$ cat config.mk
export PLATFORM = sky130hd
export DESIGN_NAME = crs_core_regs
export DESIGN_NICKNAME = d
export VERILOG_FILES = /design/src/rtl/crs_pkg.sv /design/src/rtl/crs_core_regs.sv /design/src/rtl/crs_index_pair.sv /design/src/rtl/crs_pointer.sv
export VERILOG_INCLUDE_DIRS = /design/src /design/src/rtl
export SDC_FILE = /design/constraint.sdc
export NUM_CORES = 1
export LEC_CHECK = 0
export BUFFER_PORTS_ARGS = -buffer_cell sky130_fd_sc_hd__buf_4
export CORE_ASPECT_RATIO = 0.9
export CORE_MARGIN = 8
export CORE_UTILIZATION = 54
export CTS_CLUSTER_DIAMETER = 150
export DETAILED_ROUTE_END_ITERATION = 6
export PLACE_DENSITY_LB_ADDON = 0.1
export SLEW_MARGIN = 20
export SYNTH_ARGS = -nofsm -noshare
export SYNTH_HDL_FRONTEND = slang
export SYNTH_SLANG_ARGS = --single-unit
$ cat constraint.sdc
create_clock -name clk_i -period 3.4 [get_ports clk_i]
set_clock_uncertainty 0.1 [all_clocks]
set_input_delay 0 -clock clk_i [delete_from_list [all_inputs] [get_ports clk_i]]
set_output_delay 0 -clock clk_i [all_outputs]
set_load 0.02 [all_outputs]
$ cat src/rtl/crs_map.svh
// constants of the cpu core register set: port addresses, reset values, flag layout
// assumes inclusion by bare name from every design file that needs a figure
`ifndef CRS_MAP_SVH
`define CRS_MAP_SVH

// ****************************************
// register port addresses
// ****************************************
`define CRS_A_ACC 3'h0
`define CRS_A_IDX1 3'h1
`define CRS_A_IDX2 3'h2
`define CRS_A_PTRLO 3'h3
`define CRS_A_PTRHI 3'h4
`define CRS_A_CC 3'h5
`define CRS_A_STAT 3'h6

// ****************************************
// reset values
// ****************************************
`define CRS_RST_ACC 8'h00
`define CRS_RST_IDX 8'h00
`define CRS_RST_PC 16'h0000
`define CRS_RST_CC 8'h28
`define CRS_RST_BYTE 8'h00

// ****************************************
// condition flags layout
// ****************************************
`define CRS_CC_C 0
`define CRS_CC_Z 1
`define CRS_CC_N 2
`define CRS_CC_I0 3
`define CRS_CC_H 4
`define CRS_CC_I1 5
`define CRS_CC_USED 8'h3f
`define CRS_ALL8 8'hff

// ****************************************
// pointer step and status layout
// ****************************************
`define CRS_PC_STEP 16'h0001
`define CRS_STAT_PFX 0

`endif

$ cat src/rtl/crs_pkg.sv
// types shared by the cpu core register set files
// assumes nothing beyond a SystemVerilog compiler
package crs_pkg;

  // bytes that the stacking port may move; the second index is absent on purpose
  typedef enum logic [2:0] {
    crs_stk_ptrlo = 3'b000,
    crs_stk_ptrhi = 3'b001,
    crs_stk_acc = 3'b010,
    crs_stk_idx = 3'b011,
    crs_stk_cc = 3'b100
  } crs_stk_t;

  // which index register the current instruction uses
  typedef enum logic {
    crs_idx_first = 1'b0,
    crs_idx_second = 1'b1
  } crs_idx_t;

endpackage

$ cat src/rtl/crs_core_regs.sv
// top of the cpu core register set: accumulator, index pair, pointer, condition flags
// assumes decoder, alu and interrupt sequencer on the same clock drive the core-side pulses
//
// The plain strobed port and the register offsets are this design's own decisions.
`timescale 1ns/1ps
`include "crs_map.svh"

module crs_core_regs (
  // clock and reset
  input logic clk_i,
  input logic reset_i,
  // register port
  input logic [2:0] addr_i,
  input logic [7:0] wdata_i,
  input logic wr_i,
  input logic rd_i,
  output logic [7:0] rdata_o,
  // instruction execution
  input logic instr_end_i,
  input logic prefix_i,
  input logic acc_we_i,
  input logic [7:0] acc_wdata_i,
  input logic idx_we_i,
  input logic [7:0] idx_wdata_i,
  input logic [7:0] flag_mask_i,
  input logic [7:0] flag_val_i,
  // pointer sequencing
  input logic pc_inc_i,
  input logic pc_load_i,
  input logic [15:0] pc_target_i,
  // stacking port
  input logic stk_rd_i,
  input logic stk_we_i,
  input crs_pkg::crs_stk_t stk_sel_i,
  input logic [7:0] stk_data_i,
  output logic [7:0] stk_byte_o,
  // register contents
  output logic [7:0] acc_o,
  output logic [7:0] x_o,
  output logic [7:0] y_o,
  output logic [7:0] idx_sel_o,
  output logic prefix_o,
  output logic [15:0] pc_o,
  output logic [7:0] cc_o
);

  logic [7:0] acc_r;
  logic [7:0] cc_r;
  logic [7:0] rdata_r;
  logic [7:0] stk_byte_r;

  // ****************************************
  // shared functions
  // ****************************************
  // merge new bits under a mask; the two top flag bits always read zero
  function automatic logic [7:0] merge(input logic [7:0] old_v, input logic [7:0] new_v,
                                       input logic [7:0] mask);
    merge = ((old_v & ~mask) | (new_v & mask)) & `CRS_CC_USED;
  endfunction

  // one byte view for both the register port and the stacking port
  function automatic logic [7:0] pick(input logic [2:0] a);
    case (a)
      `CRS_A_ACC: pick = acc_r;
      `CRS_A_IDX1: pick = x_o;
      `CRS_A_IDX2: pick = y_o;
      `CRS_A_PTRLO: pick = pc_o[7:0];
      `CRS_A_PTRHI: pick = pc_o[15:8];
      `CRS_A_CC: pick = cc_r;
      `CRS_A_STAT: pick = {7'h00, prefix_o};
      default: pick = `CRS_RST_BYTE;
    endcase
  endfunction

  // ****************************************
  // write decode
  // ****************************************
  wire bus_wr_acc = wr_i && (addr_i == `CRS_A_ACC);
  wire bus_wr_x = wr_i && (addr_i == `CRS_A_IDX1);
  wire bus_wr_y = wr_i && (addr_i == `CRS_A_IDX2);
  wire bus_wr_ptrlo = wr_i && (addr_i == `CRS_A_PTRLO);
  wire bus_wr_ptrhi = wr_i && (addr_i == `CRS_A_PTRHI);
  wire bus_wr_cc = wr_i && (addr_i == `CRS_A_CC);

  wire stk_wr_acc = stk_we_i && (stk_sel_i == crs_pkg::crs_stk_acc);
  wire stk_wr_x = stk_we_i && (stk_sel_i == crs_pkg::crs_stk_idx);
  wire stk_wr_ptrlo = stk_we_i && (stk_sel_i == crs_pkg::crs_stk_ptrlo);
  wire stk_wr_ptrhi = stk_we_i && (stk_sel_i == crs_pkg::crs_stk_ptrhi);
  wire stk_wr_cc = stk_we_i && (stk_sel_i == crs_pkg::crs_stk_cc);

  // stacking select mapped onto the port address space
  wire [2:0] stk_addr = (stk_sel_i == crs_pkg::crs_stk_ptrlo) ? `CRS_A_PTRLO :
                        (stk_sel_i == crs_pkg::crs_stk_ptrhi) ? `CRS_A_PTRHI :
                        (stk_sel_i == crs_pkg::crs_stk_acc) ? `CRS_A_ACC :
                        (stk_sel_i == crs_pkg::crs_stk_idx) ? `CRS_A_IDX1 : `CRS_A_CC;

  // ****************************************
  // accumulator and condition flags
  // ****************************************
  // single accumulator
  // instruction result lands at its end
  wire ins_wr_acc = instr_end_i && acc_we_i;
  wire [7:0] acc_nxt = stk_wr_acc ? stk_data_i : ins_wr_acc ? acc_wdata_i :
                       bus_wr_acc ? wdata_i : acc_r;

  // flags pop whole or change bitwise
  wire [7:0] cc_nxt = stk_wr_cc ? merge(cc_r, stk_data_i, `CRS_ALL8) :
                      instr_end_i ? merge(cc_r, flag_val_i, flag_mask_i) :
                      bus_wr_cc ? merge(cc_r, wdata_i, `CRS_ALL8) : cc_r;

  // read data stand for one cycle only; stacked byte holds for the sequencer
  wire [7:0] rdata_nxt = rd_i ? pick(addr_i) : `CRS_RST_BYTE;
  wire [7:0] stk_byte_nxt = stk_rd_i ? pick(stk_addr) : stk_byte_r;

  always_ff @(posedge clk_i) begin
    if (reset_i) begin
      acc_r <= `CRS_RST_ACC;
      cc_r <= `CRS_RST_CC;
      rdata_r <= `CRS_RST_BYTE;
      stk_byte_r <= `CRS_RST_BYTE;
    end else begin
      acc_r <= acc_nxt;
      cc_r <= cc_nxt;
      rdata_r <= rdata_nxt;
      stk_byte_r <= stk_byte_nxt;
    end
  end

  // ****************************************
  // index pair and pointer
  // ****************************************
  // index pair
  crs_index_pair u_idx (
    .clk_i(clk_i),
    .reset_i(reset_i),
    .prefix_i(prefix_i),
    .instr_end_i(instr_end_i),
    .idx_we_i(idx_we_i),
    .idx_wdata_i(idx_wdata_i),
    .x_restore_i(stk_wr_x),
    .restore_data_i(stk_data_i),
    .bus_x_we_i(bus_wr_x),
    .bus_y_we_i(bus_wr_y),
    .bus_wdata_i(wdata_i),
    .x_o(x_o),
    .y_o(y_o),
    .sel_o(idx_sel_o),
    .prefix_o(prefix_o)
  );

  wire pc_low_we = stk_wr_ptrlo || bus_wr_ptrlo;
  wire pc_high_we = stk_wr_ptrhi || bus_wr_ptrhi;
  // stacking wins the byte lane over the port when both write a half
  wire [7:0] pc_byte = (stk_wr_ptrlo || stk_wr_ptrhi) ? stk_data_i : wdata_i;

  crs_pointer u_pc (
    .clk_i(clk_i),
    .reset_i(reset_i),
    .load_i(pc_load_i),
    .target_i(pc_target_i),
    .inc_i(pc_inc_i),
    .low_we_i(pc_low_we),
    .high_we_i(pc_high_we),
    .byte_i(pc_byte),
    .pc_o(pc_o)
  );

  assign acc_o = acc_r;
  assign cc_o = cc_r;
  assign rdata_o = rdata_r;
  assign stk_byte_o = stk_byte_r;
endmodule

$ cat src/rtl/crs_index_pair.sv
// the two index registers and the prefix tracking that picks between them
// assumes the decoder pulses prefix_i once per prefix opcode and instr_end_i once per instruction
`timescale 1ns/1ps
`include "crs_map.svh"

module crs_index_pair (
  // clock and reset
  input logic clk_i,
  input logic reset_i,
  // instruction side
  input logic prefix_i,
  input logic instr_end_i,
  input logic idx_we_i,
  input logic [7:0] idx_wdata_i,
  // first index restore and register port
  input logic x_restore_i,
  input logic [7:0] restore_data_i,
  input logic bus_x_we_i,
  input logic bus_y_we_i,
  input logic [7:0] bus_wdata_i,
  // contents
  output logic [7:0] x_o,
  output logic [7:0] y_o,
  output logic [7:0] sel_o,
  output logic prefix_o
);

  crs_pkg::crs_idx_t mode_r;
  crs_pkg::crs_idx_t mode_nxt;
  logic [7:0] x_r;
  logic [7:0] y_r;

  always_comb begin
    case (mode_r)
      crs_pkg::crs_idx_first: begin
        mode_nxt = prefix_i ? crs_pkg::crs_idx_second : crs_pkg::crs_idx_first;
      end
      crs_pkg::crs_idx_second: begin
        mode_nxt = (instr_end_i && !prefix_i) ? crs_pkg::crs_idx_first : crs_pkg::crs_idx_second;
      end
      default: begin
        mode_nxt = crs_pkg::crs_idx_first;
      end
    endcase
  end

  wire use_y = (mode_r == crs_pkg::crs_idx_second);
  wire ins_wr_x = instr_end_i && idx_we_i && !use_y;
  wire ins_wr_y = instr_end_i && idx_we_i && use_y;
  wire [7:0] x_nxt = x_restore_i ? restore_data_i : ins_wr_x ? idx_wdata_i :
                     bus_x_we_i ? bus_wdata_i : x_r;
  // no restore path into second index
  wire [7:0] y_nxt = ins_wr_y ? idx_wdata_i : bus_y_we_i ? bus_wdata_i : y_r;

  always_ff @(posedge clk_i) begin
    if (reset_i) begin
      mode_r <= crs_pkg::crs_idx_first;
      x_r <= `CRS_RST_IDX;
      y_r <= `CRS_RST_IDX;
    end else begin
      mode_r <= mode_nxt;
      x_r <= x_nxt;
      y_r <= y_nxt;
    end
  end

  assign x_o = x_r;
  assign y_o = y_r;
  assign sel_o = use_y ? y_r : x_r;
  assign prefix_o = use_y;

endmodule

$ cat src/rtl/crs_pointer.sv
// the next-instruction pointer, kept as two separately writable bytes
// assumes load, half writes and increment come from logic on the same clock
`timescale 1ns/1ps
`include "crs_map.svh"

module crs_pointer (
  // clock and reset
  input logic clk_i,
  input logic reset_i,
  // sequencing
  input logic load_i,
  input logic [15:0] target_i,
  input logic inc_i,
  // byte access
  input logic low_we_i,
  input logic high_we_i,
  input logic [7:0] byte_i,
  // contents
  output logic [15:0] pc_o
);

  logic [7:0] low_r;
  logic [7:0] high_r;

  wire [15:0] stepped = {high_r, low_r} + `CRS_PC_STEP;
  // reset value split into its two halves
  wire [15:0] pc_rst = `CRS_RST_PC;
  // load beats byte write beats step
  wire [7:0] low_nxt = load_i ? target_i[7:0] : low_we_i ? byte_i :
                       (inc_i && !high_we_i) ? stepped[7:0] : low_r;
  wire [7:0] high_nxt = load_i ? target_i[15:8] : high_we_i ? byte_i :
                        (inc_i && !low_we_i) ? stepped[15:8] : high_r;

  always_ff @(posedge clk_i) begin
    if (reset_i) begin
      low_r <= pc_rst[7:0];
      high_r <= pc_rst[15:8];
    end else begin
      low_r <= low_nxt;
      high_r <= high_nxt;
    end
  end

  assign pc_o = {high_r, low_r};

endmodule

==> impl_metrics.env <==
export IMPL_placed_cells=727
export IMPL_power_density_nw_per_um2=371
export IMPL_relSlewSlack_pct=36.6
export IMPL_end_kind="flip-flop"
export IMPL_worst_pin_slew_ps=947
export IMPL_min_path_cells=5
export IMPL_hold_slack_ps=6.62
export IMPL_netlist_area_sq_um=4290
export IMPL_holdBufCountCts=74
export IMPL_finalHoldViolations=0
export IMPL_p_leak_uw=0.00273
export IMPL_finalMaxSlewViolations=0
export IMPL_setup_violations=0
export IMPL_syn_area_per_cell_sq_um=8.27
export IMPL_clock_sinks=63
export IMPL_diodes=0
export IMPL_dp_hpwl_mm=12.6
export IMPL_worstPathMaxFanout=23
export IMPL_num_vias=5330
export IMPL_totalWireLength_mm=18.1
export IMPL_use_met2_pct=46.8
export IMPL_yosysUniqueCellTypes=61
export IMPL_slowest_delay_ps=580
export IMPL_final_layout_size_suffix_gt1_share_pct=27.5
export IMPL_drcViolationCount=0
export IMPL_num_io_pins=155
export IMPL_switching_share_pct=32.3
export IMPL_ys_ff_latch=63
export IMPL_cts_root_buf="clkbuf_8"
export IMPL_overflow=0
export IMPL_synth_edf_count=0
export IMPL_dieHeight_microns=101
export IMPL_pwr_share_clk_pct=33.5
export IMPL_first_iter_violations=569
export IMPL_crit_top_cell="dlygate4sd3_1"
export IMPL_core_area_sq_um=7870
export IMPL_fmax_ghz=0.376
export IMPL_cts_tree="built"
export IMPL_crit_type="primary input to flip-flop"
export IMPL_period_needed_ps=2660
export IMPL_cts_inserted_buffers=9
export IMPL_ir_drop_v=0.000269
export IMPL_grt_pass1_vias=5041
export IMPL_wl_per_cell_microns=22.1
export IMPL_grt_pass1_wl_mm=27.7
export IMPL_first_pass_iters=6
export IMPL_area_delta_synth_final_pct=47.2
export IMPL_final_area_sq_um=6320
export IMPL_switchingPower_uw=757
export IMPL_cp_data_required_time_ps=3590
export IMPL_ant_nets=0
export IMPL_start_kind="primary input"
export IMPL_yosysWarnings=0
export IMPL_globalRouteTotalUtil_pct=32.4
export IMPL_syn_inst=519
export IMPL_path_cells="dlygate4sd3_1 -> buf_4 -> nand2_1 -> nor4b_2 -> a31oi_1 -> a221o_1 -> a21oi_1 -> dlygate4sd3_1"
export IMPL_die_w_microns=110
export IMPL_internal_power_uw=1590
export IMPL_nets=796
export IMPL_maxCapViolations=0
export IMPL_period_share_pct=78.3
export IMPL_hp_class="primary input to flip-flop"
export IMPL_post_cts_resized=0
export IMPL_grt_use_met3_pct=10.5
export IMPL_post_drt_via_cell_ratio=6.53
export IMPL_power_uw=2340
export IMPL_crit_buf_inv=3
export IMPL_htreeDepth=3
export IMPL_worstSkewPairLatency_ps=350
export IMPL_grt_max_degree=50
export IMPL_ys_flop_type="dfxtp_1"
export IMPL_finalWeightedCongestion=0.940
export IMPL_comb_power_share_pct=28.8
export IMPL_filler_cell_count=543
export IMPL_rows=31
export IMPL_initial_core_util_pct=54.5
export IMPL_portBuffers=148
export IMPL_synth_sequential_area_ratio_pct=29.4
export IMPL_cts_setup_buffers=0
export IMPL_synth_async_sr_flop_share_pct=0
export IMPL_antenna_found_initial=0
export IMPL_use_met1_pct=43.1
export IMPL_cts_max_path_buffers=2
export IMPL_arrival_ps=2850
export IMPL_status="completed"
export IMPL_finalSetupTns_ps=0
export IMPL_critPathTopFamily="buffers and inverters"
export IMPL_seqPwrFrac_pct=37.7
export IMPL_cp_depth=8
export IMPL_busiest_layer="met2"
export IMPL_clk_pin_slew_ps=80
export IMPL_finalNonFillerCells=816
export IMPL_rr_worst_depth=5
export IMPL_rsz0062_at_grt="false"
export IMPL_crit_slowest_cell="dlygate4sd3_1"
export IMPL_place_area_sq_um=5350
export IMPL_die_area_sq_um=11100
[layout by cell type (no fill, tap or decap), types with 6 or more instances in the layout]
cell           Yosys  layout
nor3_1             6       6
o21ai_0           24      24
mux2_2            16      16
dlygate4sd3_1      0      74
nand3_1           24      24
a311oi_1          10      10
nor2_1            68      68
o211ai_1           8       8
mux4_2             9       9
clkbuf_8           0      12
a211oi_1          18      18
mux2i_1           41      41
nand2_1           49      49
a221o_1            9       9
inv_1              7       7
buf_4              6     150
nor2b_1            7       7
and3_1             8       8
a31oi_1            6       6
dfxtp_1           63      63
a21oi_1           32      32
[path summary, 6_finish.rpt]
| check | startpoint | slack, ps | to |
|---|---|---|---|
| setup / recovery | addr_i[0] | 740 | flip-flop |
| hold / removal | acc_wdata_i[6] | 7 | acc_o[6] |
| setup reg to reg | u_idx.prefix_o | 1190 | u_idx.y_o[2] |
| hold reg to reg | stk_byte_o[1] | 390 | stk_byte_o[1] |
[routing by layer]
metal / vias up / routed length [microns]
met4: 0 / 610
met2: 418 / 8030
met3: 54 / 2340
li1: 2352 / -
met1: 2506 / 7080
met5: - / 0
[per-stage QoR]
step | setup WS (ps) | util [%]
finish | 738 | 80.2
global route | 648 | 80.2
CTS | 844 | 80.2
detailed placement | 965 | 67.9
global placement | 1020 | 67.9
floorplan | 1590 | -
[logic make-up (layout without fill, tap and decap cells)]
| family | after synthesis | count (layout) | synth area share, % |
|---|---|---|---|
| AO/OA/AOI/OAI | 140 | 140 | 23.2 |
| other | 1 | 2 | 0.0874 |
| AND/OR/NAND/NOR | 189 | 189 | 21.2 |
| XOR/XNOR | 9 | 9 | 1.84 |
| adder cells (fa/ha/maj) | 1 | 1 | 0.291 |
| flip-flops | 63 | 63 | 29.4 |
| buffers and inverters | 50 | 247 | 5.48 |
| multiplexers | 66 | 66 | 18.5 |
[flip-flops by register name, summed over array words and instances, names as in the netlist, named ones only]
signal          cells
u_idx.x_o           8
u_pc.low_r          8
stk_byte_o          8
u_idx.prefix_o      1
u_pc.high_r         8
u_idx.y_o           8
acc_o               8
rdata_o             8
[power groups by stage]
stage | Clock, uW | Combinational [uW] | Sequential [uW]
final | 785 | 675 | 883
after CTS | 780 | 660 | 876
after floorplan | 0 | 293 | 917
after global placement | 0 | 579 | 891
after detailed placement | 0 | 589 | 893
after global routing | 814 | 715 | 889
[layout make-up]
class	instances	area [sq um]	share of cell area (%)
well taps	99	124	1.96
clock inverters	3	65.1	1.03
repair buffers	224	1870	29.6
inverters	8	30.0	0.475
flip-flops and latches	63	1260	20.0
multi-input cells	407	2810	44.4
clock buffers	12	165	2.61
[worst reg2reg max path, stage by stage, from the launching register on]
cell           delay [ps]
dfxtp_1               320
buf_4                 250
nand3_1               470
nor2_1                290
a211oi_1               80
dlygate4sd3_1         590
[cells in the mapped netlist, types with 7 or more instances]
library cell  instances  area [sq um]
nor2_1               68           255
dfxtp_1              63          1260
nand2_1              49           184
mux2i_1              41           410
a21oi_1              32           160
nand3_1              24           120
o21ai_0              24           120
clkbuf_1             20          75.1
a211oi_1             18           135
mux2_2               16           180
buf_2                14          70.1
a311oi_1             10          87.6
a221o_1               9          90.1
mux4_2                9           203
and3_1                8          50.1
o211ai_1              8          60.1
inv_1                 7          26.3
nor2b_1               7          43.8
Power figures use the tool's default switching activity.
